## src/rtl/dpc_pkg.sv

```systemverilog
// Package for the drive and power configuration register bank
package dpc_pkg;

	// Register addresses carried by register access commands
	localparam logic [23:0] DPC_ADDR_NV   = 24'h000005;
	localparam logic [23:0] DPC_ADDR_LIVE = 24'h070005;

	// Field positions
	localparam int DPC_IMP_MSB   = 7;
	localparam int DPC_IMP_LSB   = 5;
	localparam int DPC_PDS_BIT   = 2;
	localparam int DPC_RSV1_BIT  = 3;

	// Factory default: impedance 000, startup power-down 0, bit 3 one
	localparam logic [2:0] DPC_IMP_RESET = 3'h0;
	localparam logic       DPC_PDS_RESET = 1'b0;
	localparam logic [7:0] DPC_REG_RESET = 8'h08;

	// Command kinds handed over by the command decoder
	typedef enum logic [1:0] {
		DPC_CMD_NONE  = 2'b00,
		DPC_CMD_WRITE = 2'b01,
		DPC_CMD_READ  = 2'b10,
		DPC_CMD_RDDED = 2'b11
	} dpc_cmd_t;

	// Power state machine
	typedef enum logic [1:0] {
		DPC_ST_STARTUP = 2'b00,
		DPC_ST_STANDBY = 2'b01,
		DPC_ST_DPD     = 2'b10,
		DPC_ST_EXIT    = 2'b11
	} dpc_state_t;

	// Timing
	localparam int DPC_CLK_PERIOD_NS = 40;
	localparam int DPC_T_CSDPD_NS    = 100;
	localparam int DPC_T_EXTDPD_NS   = 1000;
	localparam int DPC_CSDPD_CYC     = (DPC_T_CSDPD_NS + DPC_CLK_PERIOD_NS - 1) / DPC_CLK_PERIOD_NS;
	localparam int DPC_EXTDPD_CYC    = (DPC_T_EXTDPD_NS + DPC_CLK_PERIOD_NS - 1) / DPC_CLK_PERIOD_NS;
	localparam int DPC_CNT_W         = 16;

	// Typical impedance in ohms per select code
	localparam logic [6:0] DPC_OHM_45  = 7'h2D;
	localparam logic [6:0] DPC_OHM_120 = 7'h78;
	localparam logic [6:0] DPC_OHM_90  = 7'h5A;
	localparam logic [6:0] DPC_OHM_60  = 7'h3C;
	localparam logic [6:0] DPC_OHM_30  = 7'h1E;
	localparam logic [6:0] DPC_OHM_20  = 7'h14;

endpackage

```

## src/rtl/dpc_drive_power_config.sv

```systemverilog
// Drive impedance and startup power-down configuration register bank
//
// Function
// - Writes only by write-any-register; reads by dedicated read or read-any-register.
// - Write-any-register at address 000005 updates the non-volatile copy.
// - Write-any-register at address 070005 updates only the volatile copy.
// - Read-any-register answers at either address with register contents.
// - Factory default: impedance and bits 4,2,1,0 zero, bit 3 one.
// - Separate non-volatile and volatile copies, impedance and startup bit read/write.
// - Bits 7 to 5 select the output drive impedance of the pins.
// - Startup bit one: enter deep power-down after power-on or hardware reset, chip select high.
// - Startup bit zero: enter standby after power-on or hardware reset, chip select high.
// - Bits 4, 1 and 0 are reserved, read zero, no function.
// - Impedance codes map to 45,120,90,60,45,30,20,20 ohms.
// - Leave startup deep power-down on a long chip select pulse or hardware reset.
// - Software reset ignores the startup bit; hibernate exit obeys it.
`timescale 1ns/10ps
module dpc_drive_power_config
	import dpc_pkg::*;
#(
	parameter int CSDPD_CYC  = DPC_CSDPD_CYC,
	parameter int EXTDPD_CYC = DPC_EXTDPD_CYC
) (
	input  wire logic        clk_sys,
	input  wire logic        rst_n,
	input  wire logic        cmd_valid,
	input  wire dpc_cmd_t    cmd_kind,
	input  wire logic [23:0] cmd_addr,
	input  wire logic [7:0]  cmd_wdata,
	input  wire logic        cs_n,
	input  wire logic        hw_reset_done,
	input  wire logic        sw_reset_done,
	input  wire logic        hibernate_exit,
	output logic             rd_valid_ff,
	output logic [7:0]       rd_data_ff,
	output logic [2:0]       output_impedance_select_ff,
	output logic [6:0]       impedance_ohms_ff,
	output logic             deep_power_down_ff,
	output logic             standby_ff
);

	logic [1:0]           rst_sync_ff;
	logic                 rst_int_n;
	logic [2:0]           nv_imp_ff;
	logic                 nv_pds_ff;
	logic [2:0]           live_imp_ff;
	logic                 live_pds_ff;
	dpc_state_t           state_ff;
	dpc_state_t           nxt_state;
	logic                 use_pds_ff;
	logic                 nxt_use_pds;
	logic [DPC_CNT_W-1:0] cnt_ff;
	logic [DPC_CNT_W-1:0] nxt_cnt;
	logic                 cs_n_d_ff;
	logic [2:0]           nxt_live_imp;
	logic                 nxt_live_pds;
	logic [6:0]           nxt_ohms;

	// Reset release through two flops; the first stage feeds only the second
	always_ff @(posedge clk_sys or negedge rst_n) begin
		if (!rst_n) begin
			rst_sync_ff <= 2'h0;
		end else begin
			rst_sync_ff <= {rst_sync_ff[0], 1'b1};
		end
	end
	assign rst_int_n = rst_sync_ff[1];

	// Command decode; commands are dropped while asleep in deep power-down
	wire awake      = (state_ff == DPC_ST_STANDBY);
	wire hit_nv     = (cmd_addr == DPC_ADDR_NV);
	wire hit_live   = (cmd_addr == DPC_ADDR_LIVE);
	wire wr_nv      = cmd_valid && awake && (cmd_kind == DPC_CMD_WRITE) && hit_nv;
	wire wr_live    = cmd_valid && awake && (cmd_kind == DPC_CMD_WRITE) && hit_live;
	wire rd_any_nv  = cmd_valid && awake && (cmd_kind == DPC_CMD_READ) && hit_nv;
	wire rd_any_lv  = cmd_valid && awake && (cmd_kind == DPC_CMD_READ) && hit_live;
	wire rd_ded     = cmd_valid && awake && (cmd_kind == DPC_CMD_RDDED);
	wire rd_any     = rd_any_nv || rd_any_lv || rd_ded;

	// Reserved bits are not stored: bit 3 always reads one, bits 4,1,0 zero
	wire [7:0] nv_view   = {nv_imp_ff, 1'b0, 1'b1, nv_pds_ff, 2'b00};
	wire [7:0] live_view = {live_imp_ff, 1'b0, 1'b1, live_pds_ff, 2'b00};
	wire [7:0] rd_mux    = rd_any_nv ? nv_view : live_view;

	// Reset reload of the active copy from the stored copy
	wire reload = hw_reset_done;

	// Non-volatile copy; flops stand in for the cell array, so it returns to factory value on power loss
	always_ff @(posedge clk_sys or negedge rst_int_n) begin
		if (!rst_int_n) begin
			nv_imp_ff <= DPC_IMP_RESET;
		end else if (wr_nv) begin
			nv_imp_ff <= cmd_wdata[DPC_IMP_MSB:DPC_IMP_LSB];
		end
	end

	// Stored startup bit
	always_ff @(posedge clk_sys or negedge rst_int_n) begin
		if (!rst_int_n) begin
			nv_pds_ff <= DPC_PDS_RESET;
		end else if (wr_nv) begin
			nv_pds_ff <= cmd_wdata[DPC_PDS_BIT];
		end
	end

	// Volatile copy next value
	always_comb begin
		nxt_live_imp = live_imp_ff;
		nxt_live_pds = live_pds_ff;
		if (reload) begin
			nxt_live_imp = nv_imp_ff;
			nxt_live_pds = nv_pds_ff;
		end else if (wr_live) begin
			nxt_live_imp = cmd_wdata[DPC_IMP_MSB:DPC_IMP_LSB];
			nxt_live_pds = cmd_wdata[DPC_PDS_BIT];
		end
	end

	// Power-on loads the factory value, which is also what the stored copy holds then
	always_ff @(posedge clk_sys or negedge rst_int_n) begin
		if (!rst_int_n) begin
			live_imp_ff <= DPC_IMP_RESET;
		end else begin
			live_imp_ff <= nxt_live_imp;
		end
	end

	// Active startup bit
	always_ff @(posedge clk_sys or negedge rst_int_n) begin
		if (!rst_int_n) begin
			live_pds_ff <= DPC_PDS_RESET;
		end else begin
			live_pds_ff <= nxt_live_pds;
		end
	end

	// Impedance decode
	always_comb begin
		case (nxt_live_imp)
			3'h0:    nxt_ohms = DPC_OHM_45;
			3'h1:    nxt_ohms = DPC_OHM_120;
			3'h2:    nxt_ohms = DPC_OHM_90;
			3'h3:    nxt_ohms = DPC_OHM_60;
			3'h4:    nxt_ohms = DPC_OHM_45;
			3'h5:    nxt_ohms = DPC_OHM_30;
			default: nxt_ohms = DPC_OHM_20;
		endcase
	end

	// Power state machine
	wire cs_rise   = cs_n && !cs_n_d_ff;
	wire pulse_ok  = (cnt_ff >= CSDPD_CYC[DPC_CNT_W-1:0]);
	wire exit_done = (cnt_ff >= EXTDPD_CYC[DPC_CNT_W-1:0]);

	always_comb begin
		nxt_state   = state_ff;
		nxt_use_pds = use_pds_ff;
		nxt_cnt     = cnt_ff;
		case (state_ff)
			DPC_ST_STARTUP: begin
				// Decision waits for chip select high
				if (cs_n) begin
					nxt_cnt = '0;
					if (use_pds_ff && live_pds_ff) begin
						nxt_state = DPC_ST_DPD;
					end else begin
						nxt_state = DPC_ST_STANDBY;
					end
				end
			end
			DPC_ST_STANDBY: begin
				if (hw_reset_done) begin
					nxt_state   = DPC_ST_STARTUP;
					nxt_use_pds = 1'b1;
				end else if (sw_reset_done) begin
					nxt_state   = DPC_ST_STARTUP;
					nxt_use_pds = 1'b0;
				end
			end
			DPC_ST_DPD: begin
				// Only chip select, hardware reset completion and hibernate exit are watched; clock and data lines play no part
				if (hw_reset_done) begin
					nxt_state = DPC_ST_EXIT;
					nxt_cnt   = '0;
				end else if (cs_rise && pulse_ok) begin
					nxt_state = DPC_ST_EXIT;
					nxt_cnt   = '0;
				end else if (!cs_n) begin
					nxt_cnt = (cnt_ff == '1) ? cnt_ff : cnt_ff + 1'b1;
				end else begin
					nxt_cnt = '0;
				end
			end
			default: begin
				if (exit_done) begin
					nxt_state = DPC_ST_STANDBY;
				end else begin
					nxt_cnt = cnt_ff + 1'b1;
				end
			end
		endcase
		// Hibernate exit follows the startup bit like a reset completion
		if (hibernate_exit) begin
			nxt_state   = DPC_ST_STARTUP;
			nxt_use_pds = 1'b1;
		end
	end

	// Power-on reset counts as a reset completion that obeys the startup bit
	always_ff @(posedge clk_sys or negedge rst_int_n) begin
		if (!rst_int_n) begin
			state_ff <= DPC_ST_STARTUP;
		end else begin
			state_ff <= nxt_state;
		end
	end

	// Startup bit is obeyed unless a software reset led here
	always_ff @(posedge clk_sys or negedge rst_int_n) begin
		if (!rst_int_n) begin
			use_pds_ff <= 1'b1;
		end else begin
			use_pds_ff <= nxt_use_pds;
		end
	end

	// Pulse width and exit delay share one counter
	always_ff @(posedge clk_sys or negedge rst_int_n) begin
		if (!rst_int_n) begin
			cnt_ff <= '0;
		end else begin
			cnt_ff <= nxt_cnt;
		end
	end

	// Resets to the idle level of chip select, so no false rise follows reset
	always_ff @(posedge clk_sys or negedge rst_int_n) begin
		if (!rst_int_n) begin
			cs_n_d_ff <= 1'b1;
		end else begin
			cs_n_d_ff <= cs_n;
		end
	end

	// Next values of the registered outputs
	wire       nxt_dpd     = (nxt_state == DPC_ST_DPD);
	wire       nxt_standby = (nxt_state == DPC_ST_STANDBY);
	wire [7:0] nxt_rd_data = rd_any ? rd_mux : 8'h00;

	// Read answer strobe, one cycle per taken read
	always_ff @(posedge clk_sys or negedge rst_int_n) begin
		if (!rst_int_n) begin
			rd_valid_ff <= 1'b0;
		end else begin
			rd_valid_ff <= rd_any;
		end
	end

	// Read data stays zero between answers
	always_ff @(posedge clk_sys or negedge rst_int_n) begin
		if (!rst_int_n) begin
			rd_data_ff <= 8'h00;
		end else begin
			rd_data_ff <= nxt_rd_data;
		end
	end

	// Active impedance code
	always_ff @(posedge clk_sys or negedge rst_int_n) begin
		if (!rst_int_n) begin
			output_impedance_select_ff <= DPC_IMP_RESET;
		end else begin
			output_impedance_select_ff <= nxt_live_imp;
		end
	end

	// Typical impedance for the active code
	always_ff @(posedge clk_sys or negedge rst_int_n) begin
		if (!rst_int_n) begin
			impedance_ohms_ff <= DPC_OHM_45;
		end else begin
			impedance_ohms_ff <= nxt_ohms;
		end
	end

	// Power mode flags
	always_ff @(posedge clk_sys or negedge rst_int_n) begin
		if (!rst_int_n) begin
			deep_power_down_ff <= 1'b0;
		end else begin
			deep_power_down_ff <= nxt_dpd;
		end
	end

	always_ff @(posedge clk_sys or negedge rst_int_n) begin
		if (!rst_int_n) begin
			standby_ff <= 1'b0;
		end else begin
			standby_ff <= nxt_standby;
		end
	end

endmodule // dpc_drive_power_config

```

## config.mk

```make
export PLATFORM = sky130hd
export DESIGN_NAME = dpc_drive_power_config
export DESIGN_NICKNAME = d
export VERILOG_FILES = /design/src/rtl/dpc_pkg.sv /design/src/rtl/dpc_drive_power_config.sv
export SDC_FILE = /design/constraint.sdc
export NUM_CORES = 1
export LEC_CHECK = 0
export BUFFER_PORTS_ARGS = -buffer_cell sky130_fd_sc_hd__buf_2
export CORE_MARGIN = 10
export CORE_UTILIZATION = 45
export DETAILED_ROUTE_END_ITERATION = 8
export MAX_ROUTING_LAYER = met4
export PLACE_DENSITY = 0.7
export SYNTH_ARGS = -nofsm -noshare
export SYNTH_HDL_FRONTEND = slang
export SYNTH_SLANG_ARGS = --single-unit
```

## constraint.sdc

```tcl
create_clock -name clk_sys -period 4.1 [get_ports clk_sys]
set_clock_uncertainty 0.05 [all_clocks]
set_input_delay 0 -clock clk_sys [delete_from_list [all_inputs] [get_ports clk_sys]]
set_output_delay 0 -clock clk_sys [all_outputs]
set_load 0.01 [all_outputs]
```

; ---- After elaboration in Yosys (flattened, before gate mapping)
; Cells that the tools add are included.
[totals]
register_bits = 48
latchBits = 0
ram_bits = 0
rom_bits = 0
in_bits = 41
out_inout_bits = 21
mem_count = 0
[op_classes]
n_addsub = 1
n_mul = 0
n_div = 0
order_cmp = 2
n_eq_ne = 18
n_shift = 0
muxes = 27
bitwise_logic = 1
n_reduce_logical = 22
[op_table]
columns = operator, count
row1 = $mux 16, 6
row2 = $pmux 16 s3, 1
row3 = $pmux 7 s5, 1
row4 = $eq 24x19->1 const B, 1
row5 = $eq 24x3->1 const B, 1
row6 = $add 16x1->16 const B, 1
row7 = $eq 16x16->1 const B, 1
row8 = $ge 16x2->1 const B, 1
row9 = $ge 16x5->1 const B, 1
row10 = $mux 2, 8
row11 = $mux 8, 2
row12 = $logic_and 1x1->1, 11
row13 = $eq 2x2->1 const B, 4
row14 = $eq 2x1->1 const B, 3
row15 = $eq 3x2->1 const B, 2
row16 = $eq 3x3->1 const B, 2
row17 = $mux 1, 6
row18 = $mux 3, 2
row19 = $pmux 2 s3, 1
row20 = $ne 5x5->1 const B, 1
row21 = $reduce_and 4->1, 1
row22 = $reduce_bool 2->1, 2
row23 = $eq 3x1->1 const B, 1
row24 = $logic_not 3->1, 1
row25 = other kinds (9), 10

; ---- Longest topological paths before layout
; Gate-level depths: netlist (run 1).
[logic_depth]
ltp_word = 9
ltp_mapped = 10
ltp_nobuf = 8

; ---- Worst setup path before layout (run 1)
; Ideal clock, no wire load.
[synth_timing]
path_kind = flip-flop to flip-flop
from = register cnt_ff[0]
to = register cnt_ff[7]
setup_time_ns = 0.129
arrival_time_ns = 1.961
required_time_ns = 3.921
slack_ns = 1.960
stages_incl_launch_ff = 10
cell_sequence = dfrtp_1 -> ha_1 -> nand2_1 -> nor3_1 -> nand3_1 -> o21bai_4 -> or2_1 -> buf_6 -> buf_6 -> o21ai_0
[synth_between]
elab_chain_len = 6
[synth_lines]
columns = item, line_no
row1 = start: declaration, dpc_drive_power_config.sv:52  ; logic [DPC_CNT_W-1:0] cnt_ff;
row2 = start signal: assignment, dpc_drive_power_config.sv:232  ; cnt_ff <= nxt_cnt;
row3 = $add 16x1->16, "dpc_drive_power_config.sv:189, dpc_drive_power_config.sv:198"
row4 = $mux 16, dpc_drive_power_config.sv:189  ; nxt_cnt = (cnt_ff == '1) ? cnt_ff : cnt_ff + 1'b1;
row5 = $mux 16, dpc_drive_power_config.sv:188  ; end else if (!cs_n) begin
row6 = $mux 16, dpc_drive_power_config.sv:185  ; end else if (cs_rise && pulse_ok) begin
row7 = $mux 16, dpc_drive_power_config.sv:182  ; if (hw_reset_done) begin
row8 = $pmux 16 s3, dpc_drive_power_config.sv:159  ; case (state_ff)
; Parallel ways exist; a longest one is shown, timed or not. The select of a mux whose other input is x is not followed.
; A chain may end at the register's enable or synchronous reset.

; ---- Worst setup path after layout (run 1)
[layout_timing]
from = register cnt_ff[8]
to = register cnt_ff[15]
; The elaborated chain is that of the path after synthesis.

==> qor.txt, run 1 <==
longest individual stage delay on the worst path: 490 ps
area growth from synthesis to layout: 21.7%
clock period minus worst slack: 2630 ps
total standard cell area after synthesis: 0.00227 mm2
async set-reset flop share out of synthesis: 100%
wire length of the first global-routing pass: 8.91 mm
startpoint class of the critical path: flip-flop
CTS tree: done
yosys synthesis warning count: 0
initial cell density of the core: 47.1%
placeable core area: 0.00482 mm2
floorplan die height: 91.0 um
detailed-routing iteration count for the pre-antenna-repair pass: 4
area of the multi-input gates: 0.00107 mm2
most common cell after layout, fill and taps aside: buf_2
vias after detailed routing: 1919
max-slew violation count: 0
top area cells in the synthesized netlist: dfrtp_1 42%, dfstp_2 6.9%, o21ai_0 5.1%, o31ai_2 3.3%, mux2i_1 3.1%
final clock period utilization by the worst path: 64.2%
static leakage power: 1.28 nW
count of H-tree levels built during CTS: 2
Main synth FF type: dfrtp_1
WL final: 5.31 mm
Remaining Overflow, GRT: 0
Setup CP Type: reg -> reg
maximum number of pins on one net before global-route repair: 43
Post-Synthesis Mean Instance Area: 10.0 um2
fill cell total of the finished layout: 446
Buf+Inv Stages, Crit Path: 0
share of layout cells above drive strength 1: 28.6%
boundary pin count: 62
number of global-route vias before repair: 1905
ANT cells: 0
total of endpoints with negative setup slack in the final report: 0
slowest cell on the critical path: or2_1
list of cells traversed by the critical path: nor4_1 -> nand3_1 -> o22a_1 -> o21bai_4 -> or2_1 -> o41ai_1
RSZ-0062 raised after global routing: no
slew at the pin closest to its max-slew limit: 930 ps
final design instance area without fill: 0.00276 mm2
Via density: 5.38
endpoint required time on the critical path: 4250 ps
highest achievable clock rate: 380 MHz
remaining antenna violation count after routing: 0
wire length per cell: 14.9 um
sink count of the clock tree: 44
port buffer count: 54
Critical Path AT: 2780 ps
cell accounting for the most synthesized area: dfrtp_1
worst slew margin relative to its limit: 37.8%
placed cell areas: 0.00257 mm2
count of endpoints failing hold in the final timing report: 0
fraction of post-synthesis cell area in the top cell type by area: 41.9%
highest net fanout along the worst path: 17
kind of capture point of the worst setup path: flip-flop
clock buffers created by TritonCTS: 5
MaxCap Viol Count: 0
DR iter-0 viols: 184
Reg area: 0.00111 mm2
Sum Neg Setup Slack: 0 ps
deepest clock path buffer count: 2
overall global routing resource usage: 13.0%
register clock-pin slew on the reported worst setup and hold paths: 90 ps
VDD IR max: 0.215 mV
cell chosen for the clock root: clkbuf_8
Yosys reg bits: 44
count of flip-flops with a built-in enable after synthesis: 0
Resized Gates After CTS: 0
Hold Path Class: in -> reg
Placer Congestion: 0.844
number of buffers inserted by post-CTS setup repair: 0
sequential area share after synthesis: 48.8%
number of remaining DRC errors: 0
std cell rows: 25
Post-Synthesis Cells: 226
horizontal extent of the die: 91.0 um
top library cells by usage in the layout, fill and taps aside: 54 x buf_2, 37 x dfrtp_1, 23 x o21ai_0, 18 x nand2_1, 14 x nor2_1
cts-stage hold buffer count: 10
outcome: finished clean
power density over cell area: 306 mW/mm2
antenna violations before repair: 0
final-stage net count: 333
number of distinct standard cells referenced by the synthesized netlist: 46
later-pin clock latency in the skew report: 310 ps
die footprint: 0.00828 mm2
HPWL reported at the end of detailed placement: 3.96 mm
family of cells with the greatest summed delay on the critical path: simple AND/OR/NAND/NOR gates
-- worst register-to-register path, stage by stage (launching register included) --
cell and delay, ps:
dfrtp_1 440, nor4_1 430, nand3_1 180, o22a_1 270, o21bai_4 260, or2_1 490, o41ai_1 410
-- where the power goes --
group | switching [mW] | internal, mW | total [mW]
Clock | 0.163 | 0.124 | 0.287
Sequential | 0.0158 | 0.449 | 0.465
Combinational | 0.0478 | 0.0448 | 0.0926
-- layer usage --
| layer | global-route usage [%] | share of wire, % | vias up |
|---|---|---|---|
| li1 | - | - | 952 |
| met1 | 15.6 | 45 | 907 |
| met2 | 20.2 | 48 | 53 |
| met3 | 3.95 | 5.5 | 7 |
| met4 | 4.44 | 1.6 | 0 |
| met5 | - | 0 | - |
-- cells in the mapped netlist (all sizes together), types with 2 or more instances --
| master | n |
|---|---|
| or2 | 2 |
| inv | 6 |
| nand2 | 18 |
| mux2i | 7 |
| a211oi | 2 |
| nand3b | 2 |
| a31oi | 7 |
| clkbuf | 4 |
| o21ai | 24 |
| buf | 7 |
| mux2 | 4 |
| and3 | 6 |
| dfrtp | 38 |
| nor2b | 8 |
| o211ai | 2 |
| conb | 2 |
| o41ai | 3 |
| nor3 | 6 |
| o31ai | 10 |
| ha | 3 |
| a21oi | 5 |
| nand4 | 2 |
| nor4 | 8 |
| nand3 | 9 |
| nor2 | 14 |
| o22a | 3 |
| dfstp | 6 |
| and4 | 2 |
| nand2b | 4 |
-- registers in the layout, summed over array words and instances (netlist names), 2 cells and up --
name and count:
cnt_ff 16, impedance_ohms_ff 7, rd_data_ff 5, nv_imp_ff 3, output_impedance_select_ff 3, rst_sync_ff 2, state_ff 2
-- cell families after synthesis --
| family | Yosys count | share of synthesized area [%] |
|---|---|---|
| AOI/OAI and AO/OA | 61 | 19.1 |
| adders and majority gates | 3 | 1.65 |
| buffers and inverters | 17 | 4.19 |
| DFF | 44 | 48.8 |
| muxes | 11 | 5.07 |
| other | 2 | 0.331 |
| and+or+nand+nor | 88 | 20.8 |
-- cell type report --
cell class | count | area share, %
Inverter | 6 | 0.816
Tap cell | 67 | 3.04
Timing Repair Buffer | 65 | 13.7
Clock inverter | 3 | 0.906
Clock buffer | 5 | 2.49
Multi-Input combinational cell | 167 | 38.9
Sequential cell | 44 | 40.2
-- worst paths after layout --
check / startpoint / endpoint / slack, ps / depth (start not counted)
max reg2reg: cnt_ff[8]$_DFFE_PN0P_ / cnt_ff[15]$_DFFE_PN0P_ / 1470 / 6
min in group asynchronous: rst_sync_ff[1]$_DFF_PN0_ / cnt_ff[2]$_DFFE_PN0P_ / 350 / 0
min: cmd_kind[1] / rd_data_ff[3]$_DFF_PN0_ / 40 / 3
max: cnt_ff[8]$_DFFE_PN0P_ / cnt_ff[15]$_DFFE_PN0P_ / 1470 / 6
max in group asynchronous: rst_sync_ff[1]$_DFF_PN0_ / rd_data_ff[2]$_DFF_PN0_ / 3090 / 0
min reg2reg: rst_sync_ff[0]$_DFF_PN0_ / rst_sync_ff[1]$_DFF_PN0_ / 310 / 0
-- metrics by stage --
step | cells | setup slack, ps | total power [mW] | utilization, % | hold WS, ps
2_1_floorplan | 228 | 1960 | 0.523 | - | -346
3_3_place_gp | 339 | 1480 | 0.558 | 53.3 | -264
3_5_place_dp | 339 | 1500 | 0.558 | 53.3 | -265
4_1_cts | 357 | 1470 | 0.854 | 57.3 | 38.1
5_1_grt | 357 | 1230 | 0.888 | 57.3 | 112
6_report | 357 | 1470 | 0.845 | 57.3 | 38.9
No activity file was read; power rests on OpenSTA's default activity.
==> run 2, diff against run 1 <==
- ABC_AREA: not set -> 1
- PLACE_DENSITY: 0.7 -> 0.69
- clock period: 4.1 -> 2.7 ns (I/O delays scaled with it)
==> run 2 against run 1 <==
Net effect:
- critical path depth is 5 higher
- register-to-register slack worse by 810 ps
- sequential power up 56%
- first-iteration DRC count is 20% lower
- total power is 74% higher
- hold slack gained 17 ps
- synthesized area rose by 18%
- sequential cell count did not move
- via count grew 35%
- clock power increased by 86%
- die area is 14% higher
- critical path type unchanged
- largest power group unchanged
==> qor.txt, run 2 <==
register ranked first by flip-flop count: cnt_ff
share of layout cells above drive strength 1: 22.4% (-6.2 points)
slew at the pin closest to its max-slew limit: 926 ps (-4.37 ps)
total of endpoints with negative setup slack in the final report: 0 (unchanged)
count of endpoints failing hold in the final timing report: 0 (unchanged)
placeable core area: 0.00585 mm2 (+21%)
number of global-route vias before repair: 2603 (+37%)
ANT cells: 0 (unchanged)
top area cells in the synthesized netlist: dfrtp_1 36%, nand2_1 11%, nor2_1 8.1%, dfstp_2 5.9%, nand3_1 5.8%
async set-reset flop share out of synthesis: 100% (unchanged)
RSZ-0062 raised after global routing: no
Critical Path AT: 2190 ps (-590 ps)
number of distinct standard cells referenced by the synthesized netlist: 36 (-22%)
endpoint required time on the critical path: 2850 ps (-1400 ps)
Resized Gates After CTS: 0 (unchanged)
overall global routing resource usage: 14.9% (+1.9 points)
boundary pin count: 62 (unchanged)
wire length of the first global-routing pass: 11.7 mm (+31%)
max-slew violation count: 0 (unchanged)
maximum number of pins on one net before global-route repair: 43 (unchanged)
Post-Synthesis Cells: 366 (+62%)
floorplan die height: 97.1 um (+6.7%)
list of most frequent post-synthesis cells: 81 x nand2_1, 58 x nor2_1, 38 x dfrtp_1, 38 x inv_1, 31 x nand3_1
wire length per cell: 13.7 um (-7.8%)
WL final: 6.97 mm (+31%)
die footprint: 0.00943 mm2 (+14%)
port buffer count: 54 (unchanged)
outcome: finished clean
final clock period utilization by the worst path: 75.5% (+11 points)
Yosys reg bits: 44 (unchanged)
cell accounting for the most synthesized area: dfrtp_1
cell chosen for the clock root: clkbuf_8
area growth from synthesis to layout: 20.1%
startpoint class of the critical path: flip-flop
later-pin clock latency in the skew report: 310 ps (about the same)
DR iter-0 viols: 148 (-20%)
most common cell after layout, fill and taps aside: nand2_1
number of remaining DRC errors: 0 (unchanged)
power density over cell area: 457 mW/mm2 (+50%)
Hold Path Class: in -> reg
CTS tree: done
initial cell density of the core: 45.7% (-1.4 points)
yosys synthesis warning count: 0 (unchanged)
sink count of the clock tree: 44 (unchanged)
most frequently used cell type in the post-synthesis netlist: nand2_1
fill cell total of the finished layout: 572 (+28%)
detailed-routing iteration count for the pre-antenna-repair pass: 4 (unchanged)
register clock-pin slew on the reported worst setup and hold paths: 90 ps (about the same)
placed cell areas: 0.00302 mm2 (+17%)
clock buffers created by TritonCTS: 5 (unchanged)
remaining antenna violation count after routing: 0 (unchanged)
count of H-tree levels built during CTS: 2 (unchanged)
final design instance area without fill: 0.00321 mm2 (+16%)
deepest clock path buffer count: 2 (unchanged)
Placer Congestion: 0.927 (+9.8%)
sequential area share after synthesis: 41.5% (-7.4 points)
MaxCap Viol Count: 0 (unchanged)
std cell rows: 28 (+12%)
Main synth FF type: dfrtp_1
HPWL reported at the end of detailed placement: 5.35 mm (+35%)
count of flip-flops with a built-in enable after synthesis: 0 (unchanged)
Sum Neg Setup Slack: 0 ps (unchanged)
kind of capture point of the worst setup path: flip-flop
Remaining Overflow, GRT: 0 (unchanged)
top library cells by usage in the layout, fill and taps aside: 81 x nand2_1, 58 x nor2_1, 54 x buf_2, 38 x inv_1, 37 x dfrtp_1
static leakage power: 1.62 nW (+26%)
horizontal extent of the die: 97.1 um (+6.7%)
vias after detailed routing: 2586 (+35%)
fraction of post-synthesis cell area in the top cell type by area: 35.6% (-6.3 points)
total standard cell area after synthesis: 0.00267 mm2 (+18%)
Setup CP Type: reg -> reg
VDD IR max: 0.308 mV (+43%)
max FFs per register: 16 (unchanged)
clock period minus worst slack: 2040 ps (-593 ps)
highest net fanout along the worst path: 10 (-7)
worst slew margin relative to its limit: 38.3% (+0.52 points)
highest achievable clock rate: 491 MHz (+29%)
final-stage net count: 476 (+43%)
Via density: 5.09 (-5.3%)
Post-Synthesis Mean Instance Area: 7.31 um2 (-27%)
antenna violations before repair: 0 (unchanged)
largest registers in the final layout: cnt_ff (16), impedance_ohms_ff (7), rd_data_ff (5)
-- run 2: what timing repair did --
action / in CTS / in global routing
hold buffers: 8 / 0
setup buffers: 0 / 0
hold endpoints to repair: 13 / 0
-- run 2: worst max-delay path: stages, from the launching register on --
cell	delay, ps
dfrtp_1	470
inv_2	190
nand2_2	140
inv_4	150
nand3_1	90
nor3_1	190
nand3_1	120
nor2_1	120
nor2_2	100
buf_4	180
nand2_1	70
o21ai_1	60
-- run 2: power by group --
group / leakage (nW) / internal [mW] / switching, mW
clock network: 0.0548 / 0.279 / 0.254
registers: 0.577 / 0.690 / 0.0342
logic: 0.986 / 0.0811 / 0.130
-- run 2: layout make-up --
cell class                      instances  area [um2]  area share, %
Clock buffer                            5        68.8           2.14
Sequential cell                        44        1110           34.6
Timing Repair Buffer                   66         380           11.8
Multi-Input combinational cell        267        1330           41.4
Inverter                               48         183           5.69
Clock inverter                          3        46.3           1.44
Tap cell                               75        93.8           2.92
-- run 2: logic make-up (layout without fill, tap and decap cells) --
logic type	after synthesis	after routing	synth area share [%]
other cells	2	4	0.281
simple gates	215	215	37.2
buf+inv	57	122	9.08
fa+ha+maj	3	3	1.40
mux	3	3	1.26
compound gates	35	35	7.02
xor+xnor	7	7	2.29
flops	44	44	41.5
-- run 2: through the flow --
| stage | cells | power (mW) | worst slack [ps] | util [%] | hold WS, ps |
|---|---|---|---|---|---|
| after floorplan | 368 | 0.861 | 949 | - | -346 |
| after global placement | 492 | 0.936 | 666 | 51.6 | -265 |
| after detailed placement | 492 | 0.942 | 666 | 51.6 | -254 |
| after CTS | 508 | 1.48 | 644 | 54.9 | 46.8 |
| after global routing | 508 | 1.54 | 470 | 54.9 | 76.8 |
| final | 508 | 1.47 | 662 | 54.9 | 56.0 |
-- run 2: layer usage --
| layer | GRT usage (%) | vias up | part of all wire (%) |
|---|---|---|---|
| met4 | 4.43 | 0 | 1.1 |
| met1 | 16.9 | 1201 | 43 |
| met5 | - | - | 0 |
| met2 | 26.3 | 76 | 51 |
| li1 | - | 1300 | - |
| met3 | 2.13 | 9 | 4.1 |
-- run 2: worst paths after layout --
check / depth (start not counted) / slack [ps] / from / endpoint
setup / recovery: 11 / 660 / state_ff[0]$_DFF_PN0_ / cnt_ff[11]$_DFFE_PN0P_
hold / removal: 3 / 60 / hw_reset_done / output_impedance_select_ff[0]$_DFF_PN0_
setup reg to reg: 11 / 660 / state_ff[0]$_DFF_PN0_ / cnt_ff[11]$_DFFE_PN0P_
hold reg to reg: 0 / 330 / rst_sync_ff[0]$_DFF_PN0_ / rst_sync_ff[1]$_DFF_PN0_
max in group asynchronous: 0 / 1660 / rst_sync_ff[1]$_DFF_PN0_ / standby_ff$_DFF_PN0_
min in group asynchronous: 0 / 370 / rst_sync_ff[1]$_DFF_PN0_ / cnt_ff[5]$_DFFE_PN0P_
